## src/poi_pkg.sv

```systemverilog
package poi_pkg;

  // ----------------------------------------
  // widths and sizes
  // ----------------------------------------
  localparam int PIX_W      = 12;   // parallel pixel bus
  localparam int WORD_W     = 16;   // widest serial word
  localparam int LANES      = 4;    // serial data lanes
  localparam int DLY_W      = 3;    // eighth-UI delay code
  localparam int FIFO_DEPTH = 4;    // pixel buffer words
  localparam int CNT_W      = 16;   // row and column counters

  // ----------------------------------------
  // clock rates, kHz
  // ----------------------------------------
  localparam int SYS_CLK_KHZ    = 250000;
  localparam int MASTER_CLK_KHZ = 24000;
  localparam int ARRAY_PIX_KHZ  = 110000;
  localparam int OUT_PIX_KHZ    = 55000;
  // half period of the output pixel clock, rounded down
  localparam int OUT_PIX_HALF   = SYS_CLK_KHZ / (2 * OUT_PIX_KHZ);

  // ----------------------------------------
  // delay codes
  // ----------------------------------------
  localparam logic [DLY_W:0]   DLY_ZERO         = 4'h0;
  // half a UI in eighth-UI steps: 90 degrees of the ddr clock
  localparam logic [DLY_W:0]   CLK_LANE_QUARTER = 4'h4;

  // ----------------------------------------
  // serial word length codes, cycles per word
  // ----------------------------------------
  localparam logic [1:0] WMODE_10 = 2'h0;
  localparam logic [1:0] WMODE_12 = 2'h1;
  localparam logic [1:0] WMODE_14 = 2'h2;
  localparam logic [1:0] WMODE_16 = 2'h3;
  localparam logic [3:0] CYC_10   = 4'h5;
  localparam logic [3:0] CYC_12   = 4'h6;
  localparam logic [3:0] CYC_14   = 4'h7;
  localparam logic [3:0] CYC_16   = 4'h8;

  // ----------------------------------------
  // raw formats and lane counts
  // ----------------------------------------
  localparam logic [1:0]       FMT_RAW8  = 2'h0;
  localparam logic [1:0]       FMT_RAW10 = 2'h1;
  localparam logic [PIX_W-1:0] MASK_RAW8  = 12'hFF0;
  localparam logic [PIX_W-1:0] MASK_RAW10 = 12'hFFC;
  localparam logic [PIX_W-1:0] MASK_RAW12 = 12'hFFF;
  localparam logic [1:0]       LANES_1 = 2'h0;
  localparam logic [1:0]       LANES_2 = 2'h1;
  localparam logic [2:0]       NUM_1   = 3'h1;
  localparam logic [2:0]       NUM_2   = 3'h2;
  localparam logic [2:0]       NUM_4   = 3'h4;
  localparam logic [WORD_W-1:0] SYNC_WORD = 16'hFFFF;

  typedef enum logic [3:0] {
    ST_IDLE  = 4'b0001,
    ST_SYNC  = 4'b0010,
    ST_ACT   = 4'b0100,
    ST_BLANK = 4'b1000
  } poi_state_e;

endpackage

```

## src/poi_fifo.sv

```systemverilog
`timescale 1ns/10ps
module poi_fifo #(
  parameter int W     = 12,
  parameter int DEPTH = 4
) (
  input  wire logic         clk,
  input  wire logic         reset,
  input  wire logic         clkEn,
  input  wire logic [W-1:0] inData,
  input  wire logic         inValid,
  output logic              inReady,
  output logic [W-1:0]      outData,
  output logic              outValid,
  input  wire logic         outReady
);
  localparam int AW = $clog2(DEPTH);

  logic [W-1:0]  mem [DEPTH];   // storage
  logic [AW-1:0] wrPtr;         // wraps, depth is a power of two
  logic [AW-1:0] rdPtr;
  logic [AW:0]   count;         // words held
  logic [AW:0]   next_count;
  logic          push;
  logic          pop;

  assign push     = inValid && inReady;
  assign pop      = outValid && outReady;
  assign outValid = (count != '0);
  assign outData  = mem[rdPtr];

  // occupancy after this cycle
  always_comb begin
    next_count = count;
    if (push && !pop) begin
      next_count = count + 1'b1;
    end else if (pop && !push) begin
      next_count = count - 1'b1;
    end
  end

  // pointers, count and a registered ready
  always_ff @(posedge clk) begin
    if (reset) begin
      wrPtr   <= '0;
      rdPtr   <= '0;
      count   <= '0;
      inReady <= 1'b1;
    end else if (clkEn) begin
      if (push) begin
        wrPtr <= wrPtr + 1'b1;
      end
      if (pop) begin
        rdPtr <= rdPtr + 1'b1;
      end
      count   <= next_count;
      inReady <= (next_count != (AW+1)'(DEPTH));
    end
  end

  // storage has no reset
  always_ff @(posedge clk) begin
    if (clkEn && push) begin
      mem[wrPtr] <= inData;
    end
  end
endmodule

```

## src/poi_lane_ser.sv

```systemverilog
`timescale 1ns/10ps
module poi_lane_ser #(
  parameter int W = 16
) (
  input  wire logic         clk,
  input  wire logic         reset,
  input  wire logic         clkEn,
  input  wire logic         load,
  input  wire logic [W-1:0] word,
  output logic              riseBit,
  output logic              fallBit
);
  logic [W-1:0] shiftReg;   // bits still to send, msb aligned

  // two bits per cycle: first on the rising half, next on the falling
  always_ff @(posedge clk) begin
    if (reset) begin
      shiftReg <= '0;
      riseBit  <= 1'b0;
      fallBit  <= 1'b0;
    end else if (clkEn) begin
      if (load) begin
        riseBit  <= word[W-1];
        fallBit  <= word[W-2];
        shiftReg <= {word[W-3:0], 2'b00};
      end else begin
        riseBit  <= shiftReg[W-1];
        fallBit  <= shiftReg[W-2];
        shiftReg <= {shiftReg[W-3:0], 2'b00};
      end
    end
  end
endmodule

```

## src/poi_pixel_output.sv

```systemverilog
`timescale 1ns/10ps
module poi_pixel_output #(
  parameter int PIX_HALF = poi_pkg::OUT_PIX_HALF,
  parameter int DEPTH    = poi_pkg::FIFO_DEPTH
) (
  input  wire logic                              clk,
  input  wire logic                              reset,
  input  wire logic                              clkEn,
  input  wire logic                              standby,
  input  wire logic                              cfgSerialMode,
  input  wire logic [1:0]                        cfgLaneCount,
  input  wire logic [1:0]                        cfgWordMode,
  input  wire logic [1:0]                        cfgRawFormat,
  input  wire logic [poi_pkg::CNT_W-1:0]         cfgActiveCols,
  input  wire logic [poi_pkg::CNT_W-1:0]         cfgHBlank,
  input  wire logic [poi_pkg::CNT_W-1:0]         cfgActiveRows,
  input  wire logic [poi_pkg::CNT_W-1:0]         cfgVBlank,
  input  wire logic [1:0]                        cfgPixClkDelay,
  input  wire logic [poi_pkg::LANES*poi_pkg::DLY_W-1:0] cfgLaneDelay,
  input  wire logic [poi_pkg::DLY_W-1:0]         cfgClkLaneDelay,
  input  wire logic                              dllLocked,
  input  wire logic [poi_pkg::PIX_W-1:0]         pixIn,
  input  wire logic                              pixInValid,
  output logic                                   pixInReady,
  output logic                                   rowActiveFlag,
  output logic                                   frameActiveFlag,
  output logic [poi_pkg::PIX_W-1:0]              pixData,
  output logic                                   outputPixelClock,
  output logic [poi_pkg::LANES-1:0]              laneRise,
  output logic [poi_pkg::LANES-1:0]              laneFall,
  output logic                                   clkLaneRun,
  output logic [poi_pkg::LANES*(poi_pkg::DLY_W+1)-1:0] laneDelayCode,
  output logic [poi_pkg::DLY_W:0]                clkLaneDelayCode,
  output logic                                   underrun
);
  localparam int PERIOD = 2 * PIX_HALF;
  localparam int PH_W   = $clog2(PERIOD) + 1;
  localparam int PW     = poi_pkg::PIX_W;
  localparam int CW     = poi_pkg::CNT_W;
  localparam int NL     = poi_pkg::LANES;
  localparam int DW     = poi_pkg::DLY_W;

  // ----------------------------------------
  // declarations
  // ----------------------------------------
  // configuration held steady outside standby
  logic          serial;                 // serial path selected
  logic [1:0]    laneSel;                // active lane code
  logic [1:0]    wordSel;                // word length code
  logic [1:0]    fmtSel;                 // raw format code
  logic [CW-1:0] activeCols;
  logic [CW-1:0] hBlank;
  logic [CW-1:0] activeRows;
  logic [CW-1:0] vBlank;
  // timing
  logic [PH_W-1:0] phase;                // output pixel clock phase
  logic [PH_W-1:0] next_phase;
  logic            phaseLast;
  logic [3:0]      wordCnt;              // cycles into a serial word
  logic [3:0]      wordCycles;           // cycles per serial word
  logic            wordLast;
  logic            slotTick;             // one slot ends this cycle
  logic            next_output_sample_clock;
  // raster
  poi_pkg::poi_state_e state;
  poi_pkg::poi_state_e next_state;
  logic [CW-1:0]   col;
  logic [CW-1:0]   next_col;
  logic [CW-1:0]   row;
  logic [CW-1:0]   next_row;
  logic            vRow;                 // current row is vertical blanking
  logic [CW-1:0]   blankLen;
  logic [CW-1:0]   rowsTotal;
  // prefetch of pixels for the next slot
  logic [PW-1:0]   hold [NL];
  logic [2:0]      holdCnt;
  logic [2:0]      need;                 // pixels per active slot
  logic [PW-1:0]   fmtMask;
  logic [PW-1:0]   fifoData;
  logic            fifoValid;
  logic            fifoPop;
  logic            consume;              // slot into active pixels
  logic [poi_pkg::WORD_W-1:0] laneWord [NL];

  // ----------------------------------------
  // pixel buffer
  // ----------------------------------------
  poi_fifo #(
    .W     (PW),
    .DEPTH (DEPTH)
  ) u_fifo (
    .clk      (clk),
    .reset    (reset),
    .clkEn    (clkEn),
    .inData   (pixIn),
    .inValid  (pixInValid),
    .inReady  (pixInReady),
    .outData  (fifoData),
    .outValid (fifoValid),
    .outReady (fifoPop)
  );

  // ----------------------------------------
  // configuration capture
  // ----------------------------------------
  // setup taken only in standby
  always_ff @(posedge clk) begin
    if (reset) begin
      serial     <= 1'b0;
      laneSel    <= poi_pkg::LANES_1;
      wordSel    <= poi_pkg::WMODE_12;
      fmtSel     <= poi_pkg::FMT_RAW8;
      activeCols <= '0;
      hBlank     <= '0;
      activeRows <= '0;
      vBlank     <= '0;
    end else if (clkEn && standby) begin
      serial     <= cfgSerialMode;
      laneSel    <= cfgLaneCount;
      wordSel    <= cfgWordMode;
      fmtSel     <= cfgRawFormat;
      activeCols <= cfgActiveCols;
      hBlank     <= cfgHBlank;
      activeRows <= cfgActiveRows;
      vBlank     <= cfgVBlank;
    end
  end

  // decoded setup
  always_comb begin
    // word length selects cycles per word
    unique case (wordSel)
      poi_pkg::WMODE_10: wordCycles = poi_pkg::CYC_10;
      poi_pkg::WMODE_12: wordCycles = poi_pkg::CYC_12;
      poi_pkg::WMODE_14: wordCycles = poi_pkg::CYC_14;
      default:           wordCycles = poi_pkg::CYC_16;
    endcase
    // unused low bits forced to zero
    unique case (fmtSel)
      poi_pkg::FMT_RAW8:  fmtMask = poi_pkg::MASK_RAW8;
      poi_pkg::FMT_RAW10: fmtMask = poi_pkg::MASK_RAW10;
      default:            fmtMask = poi_pkg::MASK_RAW12;
    endcase
    // parallel path takes one pixel per slot
    if (!serial) begin
      need = poi_pkg::NUM_1;
    end else if (laneSel == poi_pkg::LANES_1) begin
      need = poi_pkg::NUM_1;
    end else if (laneSel == poi_pkg::LANES_2) begin
      need = poi_pkg::NUM_2;
    end else begin
      need = poi_pkg::NUM_4;
    end
  end

  // ----------------------------------------
  // slot timing
  // ----------------------------------------
  assign phaseLast  = (phase == PH_W'(PERIOD - 1));
  assign next_phase = phaseLast ? '0 : phase + 1'b1;
  assign wordLast   = (wordCnt == wordCycles - 1'b1);
  // a parallel slot is one pixel clock period
  assign slotTick   = serial ? wordLast : phaseLast;

  // default half period sets the output rate
  // free-running divider of the pll-fed clock
  always_ff @(posedge clk) begin
    if (reset) begin
      phase <= '0;
    end else if (clkEn) begin
      phase <= next_phase;
    end
  end

  // serial word cycle counter
  always_ff @(posedge clk) begin
    if (reset) begin
      wordCnt <= '0;
    end else if (clkEn) begin
      wordCnt <= wordLast ? '0 : wordCnt + 1'b1;
    end
  end

  // rising edge half a period after the slot change
  // extra delay shifts the edge later, modulo a period
  always_comb begin
    int rel;
    rel = 0;
    rel = int'(next_phase) - PIX_HALF - int'(cfgPixClkDelay);
    if (rel < 0) begin
      rel = rel + PERIOD;
    end
    if (rel < 0) begin
      rel = rel + PERIOD;
    end
    next_output_sample_clock = (rel < PIX_HALF);
  end

  // clock runs in blanking and standby alike
  always_ff @(posedge clk) begin
    if (reset) begin
      outputPixelClock <= 1'b0;
    end else if (clkEn) begin
      outputPixelClock <= next_output_sample_clock;
    end
  end

  // ----------------------------------------
  // raster sequencer
  // ----------------------------------------
  // counter sums assume settings fit the counter width
  assign vRow      = (row >= activeRows);
  assign blankLen  = vRow ? activeCols + hBlank : hBlank;
  assign rowsTotal = activeRows + vBlank;

  // first slot of a row
  function automatic poi_pkg::poi_state_e rowStart(input logic ser,
                                                   input logic blankRow);
    // serial lines open with a sync slot
    if (ser) begin
      return poi_pkg::ST_SYNC;
    end else if (blankRow) begin
      return poi_pkg::ST_BLANK;
    end
    return poi_pkg::ST_ACT;
  endfunction

  // active pixels, then horizontal, then vertical blanking
  always_comb begin
    next_state = state;
    next_col   = col;
    next_row   = row;
    if (standby) begin
      next_state = poi_pkg::ST_IDLE;
      next_col   = '0;
      next_row   = '0;
    end else if (slotTick) begin
      unique case (state)
        poi_pkg::ST_IDLE: begin
          next_state = rowStart(serial, activeRows == '0);
        end
        poi_pkg::ST_SYNC: begin
          next_state = vRow ? poi_pkg::ST_BLANK : poi_pkg::ST_ACT;
        end
        poi_pkg::ST_ACT: begin
          if (col == activeCols - 1'b1) begin
            next_state = poi_pkg::ST_BLANK;
            next_col   = '0;
          end else begin
            next_col = col + 1'b1;
          end
        end
        poi_pkg::ST_BLANK: begin
          // a zero-length blank row must not occur: hBlank at least 1
          if (col == blankLen - 1'b1) begin
            next_col   = '0;
            next_row   = (row == rowsTotal - 1'b1) ? '0 : row + 1'b1;
            next_state = rowStart(serial, next_row >= activeRows);
          end else begin
            next_col = col + 1'b1;
          end
        end
        default: begin
          next_state = poi_pkg::ST_IDLE;
          next_col   = '0;
          next_row   = '0;
        end
      endcase
    end
  end

  // raster state
  always_ff @(posedge clk) begin
    if (reset) begin
      state <= poi_pkg::ST_IDLE;
      col   <= '0;
      row   <= '0;
    end else if (clkEn) begin
      state <= next_state;
      col   <= next_col;
      row   <= next_row;
    end
  end

  // ----------------------------------------
  // pixel prefetch
  // ----------------------------------------
  // prefetch keeps the buffer drained only as fast as slots use it
  assign consume = slotTick && !standby && (next_state == poi_pkg::ST_ACT);
  assign fifoPop = fifoValid && (holdCnt < need) && !slotTick && !standby;

  // holding registers for the next active slot
  always_ff @(posedge clk) begin
    if (reset) begin
      holdCnt <= '0;
      for (int i = 0; i < NL; i++) begin
        hold[i] <= '0;
      end
    end else if (clkEn) begin
      if (standby || consume) begin
        holdCnt <= '0;
      end else if (fifoPop) begin
        hold[holdCnt[1:0]] <= fifoData;
        holdCnt            <= holdCnt + 1'b1;
      end
    end
  end

  // sticky starvation flag, cleared by standby; a new miss wins
  always_ff @(posedge clk) begin
    if (reset) begin
      underrun <= 1'b0;
    end else if (clkEn) begin
      if (consume && (holdCnt < need)) begin
        underrun <= 1'b1;
      end else if (standby) begin
        underrun <= 1'b0;
      end
    end
  end

  // ----------------------------------------
  // parallel outputs
  // ----------------------------------------
  // row flag follows active slots only
  // frame flag low through vertical blanking
  always_ff @(posedge clk) begin
    if (reset) begin
      rowActiveFlag   <= 1'b0;
      frameActiveFlag <= 1'b0;
    end else if (clkEn) begin
      rowActiveFlag   <= !serial && (next_state == poi_pkg::ST_ACT);
      frameActiveFlag <= !serial && (next_state != poi_pkg::ST_IDLE)
                         && (next_row < activeRows);
    end
  end

  // one pixel per slot, changed at the slot boundary
  // zero when no pixel is due
  always_ff @(posedge clk) begin
    if (reset) begin
      pixData <= '0;
    end else if (clkEn) begin
      if (standby || serial) begin
        pixData <= '0;
      end else if (slotTick) begin
        pixData <= (consume && holdCnt != '0) ? (hold[0] & fmtMask) : '0;
      end
    end
  end

  // ----------------------------------------
  // serial lanes
  // ----------------------------------------
  // four data lanes beside one clock lane
  generate
    for (genvar i = 0; i < NL; i++) begin : g_lane
      // sync word opens each line on every lane
      always_comb begin
        laneWord[i] = '0;
        if (serial && !standby && slotTick) begin
          if (next_state == poi_pkg::ST_SYNC) begin
            laneWord[i] = poi_pkg::SYNC_WORD;
          end else if (consume && (3'(i) < holdCnt) && (3'(i) < need)) begin
            laneWord[i] = {hold[i] & fmtMask, 4'h0};
          end
        end
      end

      // word time then restart; short words drop low bits
      poi_lane_ser #(
        .W (poi_pkg::WORD_W)
      ) u_ser (
        .clk     (clk),
        .reset   (reset),
        .clkEn   (clkEn),
        .load    (wordLast),
        .word    (laneWord[i]),
        .riseBit (laneRise[i]),
        .fallBit (laneFall[i])
      );
    end
  endgenerate

  // ddr clock lane runs while serial output is live
  // one bit per half cycle on the clock lane
  always_ff @(posedge clk) begin
    if (reset) begin
      clkLaneRun <= 1'b0;
    end else if (clkEn) begin
      clkLaneRun <= serial && !standby;
    end
  end

  // ----------------------------------------
  // lane delay control
  // ----------------------------------------
  // codes drive the per-lane delay buffers
  // codes move only while the dll holds lock
  always_ff @(posedge clk) begin
    if (reset) begin
      laneDelayCode <= '0;
    end else if (clkEn && dllLocked) begin
      for (int i = 0; i < NL; i++) begin
        laneDelayCode[i*(DW+1) +: DW+1] <= {1'b0, cfgLaneDelay[i*DW +: DW]};
      end
    end
  end

  // clock lane sits a quarter clock cycle plus cfgClkLaneDelay eighth-UI steps from data
  always_ff @(posedge clk) begin
    if (reset) begin
      clkLaneDelayCode <= poi_pkg::CLK_LANE_QUARTER;
    end else if (clkEn && dllLocked) begin
      clkLaneDelayCode <= poi_pkg::CLK_LANE_QUARTER + {1'b0, cfgClkLaneDelay};
    end
  end
endmodule

```

## config.mk

```make
export PLATFORM = sky130hd
export DESIGN_NAME = poi_pixel_output
export DESIGN_NICKNAME = d
export VERILOG_FILES = /design/src/poi_pkg.sv /design/src/poi_fifo.sv /design/src/poi_lane_ser.sv /design/src/poi_pixel_output.sv
export SDC_FILE = /design/constraint.sdc
export NUM_CORES = 1
export LEC_CHECK = 0
export BUFFER_PORTS_ARGS = -buffer_cell sky130_fd_sc_hd__buf_2
export CAP_MARGIN = 20
export CORE_MARGIN = 8
export CORE_UTILIZATION = 48
export CTS_CLUSTER_SIZE = 14
export DETAILED_ROUTE_END_ITERATION = 10
export PLACE_DENSITY = 0.66
export SLEW_MARGIN = 10
export SYNTH_ARGS = -nofsm -noshare
export SYNTH_HDL_FRONTEND = slang
export SYNTH_SLANG_ARGS = --single-unit
```

## constraint.sdc

```tcl
create_clock -name clk -period 7.7 [get_ports clk]
set_input_delay 0.77 -clock clk [delete_from_list [all_inputs] [get_ports clk]]
set_output_delay 0.77 -clock clk [all_outputs]
set_load 0.02 [all_outputs]
```

Word-level counts from Yosys, hierarchy flattened
Memory sizes are Yosys's and may differ from the RTL's. A register that Yosys moved wholly into a read port is not among the register bits.
Index checks and enable logic that the tools add are counted.
{"block": "word_totals", "regBits": 230, "ramBits": 96, "elab_cells": 241, "mem_count": 2}
{"name": "hold", "depth": 4, "word_bits": 12, "rd": 4, "rd_ports_with_merged_regs": 0, "wr": 4, "line_no": "poi_pixel_output.sv:75", "source": "logic [PW-1:0] hold [NL];"}
{"name": "u_fifo.mem", "depth": 4, "word_bits": 12, "rd": 1, "rd_ports_with_merged_regs": 1, "wr": 1, "line_no": "poi_fifo.sv:18", "source": "logic [W-1:0] mem [DEPTH];"}
{"block": "op_classes", "add_sub_neg": 20, "n_lt_le_gt_ge": 15, "n_eq_ne": 18, "mux": 91, "bitwise_logic": 4, "n_reduce_logical": 53}
{"op": "two-way mux 16 bit", "n": 25}
{"op": "two-way mux 32 bit", "n": 2}
{"op": "AND 12 bit", "n": 4}
{"op": "== test 16 bit", "n": 3}
{"op": "two-way mux 12 bit", "n": 4}
{"op": "two-way mux 4 bit", "n": 12}
{"op": "one-hot mux 16 bit (3 select lines)", "n": 1}
{"op": "subtractor 16 x 1 -> 16 bit, second input constant", "n": 3}
{"op": "adder 16 x 1 -> 16 bit, second input constant", "n": 2}
{"op": "adder 16 bit", "n": 2}
{"op": "adder 32 x 4 -> 32 bit, second input constant", "n": 1}
{"op": ">= comparator 16 bit", "n": 2}
{"op": "less-than comparator 32 x 1 -> 1 bit, second input constant", "n": 1}
{"op": "less-than comparator 32 x 3 -> 1 bit, second input constant", "n": 1}
{"op": "two-way mux 1 bit", "n": 32}
{"op": "one-hot mux 16 bit (2 select lines)", "n": 1}
{"op": "logical AND 1 bit", "n": 27}
{"op": "two-way mux 3 bit", "n": 8}
{"op": "logical NOT 16 bit", "n": 1}
{"op": "less-than comparator 16 bit", "n": 1}
{"op": "one-hot mux 4 bit (4 select lines)", "n": 1}
{"op": "less-than comparator 1 x 3 -> 1 bit, first input constant", "n": 4}
{"op": "less-than comparator 2 x 3 -> 1 bit, first input constant", "n": 4}
{"op": "one-hot mux 4 bit (3 select lines)", "n": 1}
{"op": "34 further kinds", "n": 58}

Longest topological paths before layout
{"block": "logic_depth", "ltp_word": 25, "mapped_depth": 33, "ltp_nobuf": 32}

Hierarchy
A second synthesis with hierarchy kept.
{"block": "unflattened", "cells_unflattened": 2171, "area_unflattened_um2": 19384.8}
{"module": "poi_pixel_output", "n_inst": 1, "cells_each": 1761, "area_per_inst_um2": 14276.2, "seq_area_each_um2": 4444.3}
{"module": "poi_lane_ser", "n_inst": 4, "cells_each": 71, "area_per_inst_um2": 704.4, "seq_area_each_um2": 320.3}
{"module": "poi_fifo", "n_inst": 1, "cells_each": 126, "area_per_inst_um2": 2290.9, "seq_area_each_um2": 1641.6}

Least setup slack after synthesis
Ideal clock, no wire load.
{"block": "synth_timing", "path_type": "register to register", "startpoint": "reg activeRows[15]", "endpoint": "reg frameActiveFlag", "setup_ns": 0.117, "arrival_ns": 6.177, "slack_ns": 1.405, "stages_incl_launch_ff": 32, "path_buffers": 4, "synth_period_minus_slack_ns": 6.295, "path_cell_list": "dfxtp_1 -> inv_1 -> ha_1 -> and4_4 -> nand4_2 -> or4_1 -> buf_2 -> nand3_2 -> buf_6 -> buf_4 -> mux2i_1 -> ha_1 -> inv_1 -> nor2_1 -> a21boi_0 -> xnor2_1 -> mux2i_1 -> xnor2_1 -> nor4_1 -> nand4_1 -> nor4_1 -> a21o_1 -> a31oi_1 -> clkbuf_1 -> a22o_1 -> ha_1 -> o21ai_0 -> a221o_1 -> a211o_1 -> nor3_1 -> a21oi_1 -> a32o_1"}
{"block": "synth_via", "elab_cells_between_ends": 36, "cone_classes": "add/sub (3); order compare (3); eq/ne (3); mux (24); reduce/logical (3)"}
{"item": "start: declaration", "line_no": "poi_pixel_output.sv:53", "source": "logic [CW-1:0] activeRows;"}
{"item": "start signal: assignment", "line_no": "poi_pixel_output.sv:124", "source": "activeRows <= cfgActiveRows;"}
{"item": "adder 16 bit / >= comparator 16 bit (equally long branches)", "line_no": "poi_pixel_output.sv:214, poi_pixel_output.sv:212"}
{"item": "subtractor 16 x 1 -> 16 bit / two-way mux 16 bit (equally long branches)", "line_no": "poi_pixel_output.sv:257, poi_pixel_output.sv:213"}
{"item": "== test 16 bit / subtractor 16 x 1 -> 16 bit (equally long branches)", "line_no": "poi_pixel_output.sv:257, poi_pixel_output.sv:255"}
{"item": "two-way mux 16 bit / == test 16 bit (equally long branches)", "line_no": "poi_pixel_output.sv:257, poi_pixel_output.sv:255"}
{"item": "two-way mux 16 bit *", "line_no": "poi_pixel_output.sv:255", "source": "if (col == blankLen - 1'b1) begin"}
{"item": "one-hot mux 16 bit (2 select lines) *", "line_no": "poi_pixel_output.sv:238", "source": "unique case (state)"}
{"item": "two-way mux 16 bit *", "line_no": "poi_pixel_output.sv:237", "source": "end else if (slotTick) begin"}
{"item": "two-way mux 16 bit *", "line_no": "poi_pixel_output.sv:233", "source": "if (standby) begin"}
{"item": "named net next_row[3]", "line_no": "poi_pixel_output.sv:70", "source": "logic [CW-1:0] next_row;"}
{"item": "less-than comparator 16 bit *", "line_no": "poi_pixel_output.sv:334", "source": "&& (next_row < activeRows);"}
{"item": "logical AND 1 bit *", "line_no": "poi_pixel_output.sv:334"}
{"item": "end signal: assignment", "line_no": "poi_pixel_output.sv:333", "source": "frameActiveFlag <= !serial && (next_state != poi_pkg::ST_IDLE)"}
{"item": "end: declaration", "line_no": "poi_pixel_output.sv:26", "source": "output logic frameActiveFlag,"}
Mark *: on every way through the listed nets, which the timed path passes. The rest lies on a longest branch. The select of a mux whose other input is x is not followed.
A chain may end at the register's enable or synchronous reset.

Worst setup path in the final report
{"block": "layout_timing", "startpoint": "reg activeRows[2]", "endpoint": "reg g_lane[2].u_ser.fallBit"}
{"block": "layout_via", "elab_chain_cells": 24, "elab_cells_between_ends": 37, "cone_classes": "add/sub (3); order compare (2); eq/ne (4); mux (24); reduce/logical (4)"}
{"item": "adder 16 bit", "line_no": "poi_pixel_output.sv:214", "source": "assign rowsTotal = activeRows + vBlank;"}
{"item": "subtractor 16 x 1 -> 16 bit", "line_no": "poi_pixel_output.sv:257", "source": "next_row = (row == rowsTotal - 1'b1) ? '0 : row + 1'b1;"}
{"item": "== test 16 bit", "line_no": "poi_pixel_output.sv:257"}
{"item": "two-way mux 16 bit", "line_no": "poi_pixel_output.sv:257"}
{"item": ">= comparator 16 bit", "line_no": "poi_pixel_output.sv:258", "source": "next_state = rowStart(serial, next_row >= activeRows);"}
{"item": "two-way mux 1 bit", "line_no": "poi_pixel_output.sv:222", "source": "end else if (blankRow) begin"}
{"item": "two-way mux 1 bit", "line_no": "poi_pixel_output.sv:220", "source": "if (ser) begin"}
{"item": "two-way mux 1 bit", "line_no": "poi_pixel_output.sv:255"}
{"item": "(+7 left out)"}
{"item": "two-way mux 4 bit *", "line_no": "poi_pixel_output.sv:233"}
{"item": "== test 4 x 3 -> 1 bit", "line_no": "poi_pixel_output.sv:289", "source": "assign consume = slotTick && !standby && (next_state == poi_pkg::ST_ACT);"}
{"item": "logical AND 1 bit", "line_no": "poi_pixel_output.sv:289"}
{"item": "logical AND 1 bit (2 in series)", "line_no": "poi_pixel_output.sv:364", "source": "end else if (consume && (3'(i) < holdCnt) && (3'(i) < need)) begin"}
{"item": "two-way mux 16 bit", "line_no": "poi_pixel_output.sv:364"}
{"item": "two-way mux 16 bit *", "line_no": "poi_pixel_output.sv:362", "source": "if (next_state == poi_pkg::ST_SYNC) begin"}
{"item": "two-way mux 16 bit *", "line_no": "poi_pixel_output.sv:361", "source": "if (serial && !standby && slotTick) begin"}
{"item": "two-way mux 1 bit *", "line_no": "poi_lane_ser.sv:22", "source": "if (load) begin"}
{"item": "end signal: assignment", "line_no": "poi_lane_ser.sv:24", "source": "fallBit <= word[W-2];"}
{"item": "end signal: assignment", "line_no": "poi_lane_ser.sv:28", "source": "fallBit <= shiftReg[W-2];"}
{"item": "end: declaration", "line_no": "poi_lane_ser.sv:11", "source": "output logic fallBit"}
Every way passes the cells marked *; elsewhere a longest branch is shown, timed or not. The select of a mux whose other input is x is not followed.

==> results.md <==
* Die area at around 44000 um2
* Setup TNS at 0 ps
* Async set or reset register ratio after synthesis at 0%
* Critical Path Start Type: register
* DR iter-0 viols at 1129
* Yosys Warn Count at 0
* TritonCTS clock tree: built
* Crit-path max FO at 24
* CP max stage delay at about 700 ps
* Outcome: completed
* Core ar. at 37200 um2
* Root buf cell: clkbuf_16
* Die height at around 210 um
* Commonest non-fill, non-tap cell in the layout: nand2_1
* Clk_skew at between 20 and 25 ps
* Final Cycle Share at between 90% and 100%
* Initial antenna violation count at 3
* Max frequency at around 0.14 GHz
* Maximum clock insertion buffer count at 3
* Worst Path Arrival at 7470 ps
* RSZ-0062 raised after global routing: false
* First-pass GRT wire length at approximately 78 mm
* Largest regs: hold (48), u_fifo.mem (48), g_lane.u_ser.shiftReg (42)
* I/O Buffers at roughly 150
* Final RePlAce weighted congestion at 0.929
* Vias in the first global route at roughly 15000
* Area of the multi-input gates at ~10000 um2
* Drt wl/cell at roughly 18 um
* Share of cells above drive strength 1 at a little over an eighth
* Setup violations, final at 0
* Synth cell types at a little over 90
* #FFs+latches synth at 306
* Final Max Tran Viols at 0
* Slew HR at 30.4%
* Grt ovf at 0
* DP Wirelength at 34.9 mm
* Hold Buf Count CTS at 0
* Worst-Margin Slew at between 1000 and 1500 ps
* Number of synthesized flops with an enable pin at 96
* I/O pin total at approximately 150
* Ys flop type: dfxtp_1
* Vias per inst at 5.79
* Most frequent cells in the layout: nand2_1, dfxtp_1, a21oi_1, buf_2, nor2_1
* DRC viols at 0
* Most frequent CP cell: a21o_1
* Synth Instances at 2055
* Post-synthesis instance area at around 18000 um2
* Drt total wl at roughly 48 mm
* WHS at about 430 ps
* Min Tclk post-route at about 7000 ps
* Fillers at 3393
* P per Cell Area at between 200 and 250 nW/um2
* Util after Layout at between 50% and 60%
* Leak pwr at between 8 and 9 nW
* TritonCTS Buffers at 35
* Number of detailed-route iterations in the first pass at 6
* H-Tree Depth at 2
* Via count at 15300
* Crit path required time at roughly 8200 ps
* Synthesis-to-finish area growth at 12.0%
* Chip Width at around 210 um
* Mean area per synthesized cell at approximately 8.7 um2
* Hold Path Class: in2reg
* Overall Global Routing Usage at between 20% and 30%
* Max-cap violations at 0
* Seq/Total Area, Yosys at roughly two fifths
* Num rows at ~70
* Clk sinks at between 300 and 400
* Pin count of the biggest net entering global routing at 121
* Final hold vios at 0
* Worst Setup Path Type: reg2reg
* VDD IR-drop max at between 0.15 and 0.2 mV
* Initial Util at a little under 50%
* Clk_lat worst skew at around 550 ps
* Reg area at 7090 um2
* Crit. End Element: register
* Layout Nets at roughly 2400
* Antenna viol nets, final at 0
* Register clock-pin slew on the reported worst setup and hold paths at roughly 60 ps
* Slowest cell on the critical path: or4b_2
==> kinds of logic (layout without fill, tap and decap cells) <==
kind of cell	count (synthesis)	in the layout	synth area share [%]
simple gates	783	783	21.3
compound gates	478	478	17.8
flops	306	306	39.5
buf+inv	233	332	5.30
fa+ha+maj	117	117	8.33
xor+xnor	108	108	5.27
mux	29	29	2.47
other cells	1	5	0.0209
==> path summary, 6_finish.rpt <==
| check | start | to | slack [ps] | depth (start not counted) |
|---|---|---|---|---|
| setup / recovery | activeRows[2]$_SDFFE_PP0P_ | g_lane[2].u_ser.fallBit$_SDFFE_PP0P_ | 700 | 30 |
| hold / removal | pixIn[6] | u_fifo.mem[2][6]$_DFFE_PP_ | 430 | 1 |
| setup reg to reg | activeRows[2]$_SDFFE_PP0P_ | g_lane[2].u_ser.fallBit$_SDFFE_PP0P_ | 700 | 30 |
| hold reg to reg | laneDelayCode[0]$_SDFFE_PP0P_ | laneDelayCode[0]$_SDFFE_PP0P_ | 450 | 2 |
==> routing by layer <==
metal / wire length, um / share of wire [%] / GRT usage [%]
met1: 21800 / 45 / 28.9
met2: 21900 / 45 / 34.0
met3: 3220 / 6.7 / 4.33
met4: 1240 / 2.6 / 7.27
met5: 26 / 0.054 / 0
==> layout make-up <==
type	instances	area share, %
Clock buffer	46	4.86
Timing Repair Buffer	169	4.53
Inverter	100	1.87
Tap cell	474	2.95
Clock inverter	17	0.860
Antenna cell	1	0.0125
Sequential cell	306	35.3
Multi-Input combinational cell	1519	49.6
==> synthesized netlist by cell type, types with 4 or more instances <==
| cell type | n | share of area (%) |
|---|---|---|
| a2111oi_0 | 5 | 0.24 |
| a211o_1 | 4 | 0.20 |
| a211oi_1 | 10 | 0.42 |
| a21o_1 | 23 | 0.96 |
| a21oi_1 | 164 | 4.6 |
| a22o_1 | 23 | 1.1 |
| a311oi_1 | 28 | 1.4 |
| a31oi_1 | 37 | 1.3 |
| a32o_1 | 6 | 0.33 |
| and2_1 | 60 | 2.1 |
| and3_1 | 20 | 0.70 |
| buf_1 | 6 | 0.13 |
| buf_2 | 12 | 0.33 |
| buf_4 | 14 | 0.59 |
| clkbuf_1 | 99 | 2.1 |
| dfxtp_1 | 210 | 23 |
| edfxtp_1 | 96 | 16 |
| fa_1 | 4 | 0.45 |
| ha_1 | 113 | 7.9 |
| inv_1 | 100 | 2.1 |
| mux2i_1 | 15 | 0.84 |
| mux4_2 | 12 | 1.5 |
| nand2_1 | 315 | 6.6 |
| nand2b_1 | 27 | 0.94 |
| nand3_1 | 68 | 1.9 |
| nand3b_1 | 6 | 0.25 |
| nand4_1 | 28 | 0.98 |
| nor2_1 | 117 | 2.4 |
| nor2b_1 | 12 | 0.42 |
| nor3_1 | 36 | 1.0 |
| nor3b_1 | 23 | 0.96 |
| nor4_1 | 21 | 0.73 |
| o211ai_1 | 12 | 0.50 |
| o21a_1 | 10 | 0.42 |
| o21ai_0 | 65 | 1.8 |
| o21ai_1 | 8 | 0.22 |
| o21bai_1 | 27 | 1.1 |
| o31ai_1 | 5 | 0.21 |
| or2_2 | 13 | 0.45 |
| or3_1 | 15 | 0.52 |
| xnor2_1 | 67 | 3.3 |
| xor2_1 | 41 | 2.0 |
==> worst max-delay path, delay by kind of cell (launching register included) <==
kind            cells  cell delay [ps]
compound gates     13             2260
simple gates        9             2230
fa+ha+maj           3              980
buf+inv             4              780
flops               1              400
xor+xnor            1              210
==> metrics by stage <==
stage	worst slack, ps	power (mW)	cells	cell area, um2
after floorplan	1410	2.29	2058	18000
after global placement	644	2.45	2568	18900
after detailed placement	407	2.46	2568	18900
after CTS	383	4.13	2631	20100
after global routing	122	4.27	2631	20100
final	698	4.10	2632	20100
==> report_power, final <==
group	internal (mW)	total [mW]	switching, mW
combinational	0.268	0.666	0.398
sequential	1.72	1.77	0.0494
clock	0.970	1.66	0.692
total	2.96	4.10	1.14
==> timing repair <==
| item | in CTS | in global routing |
|---|---|---|
| setup buffers | 0 | 0 |
| resized for setup | 0 | 4 |
| endpoints found under the setup margin | 0 | 1 |
(Power assumes the default switching activity.)
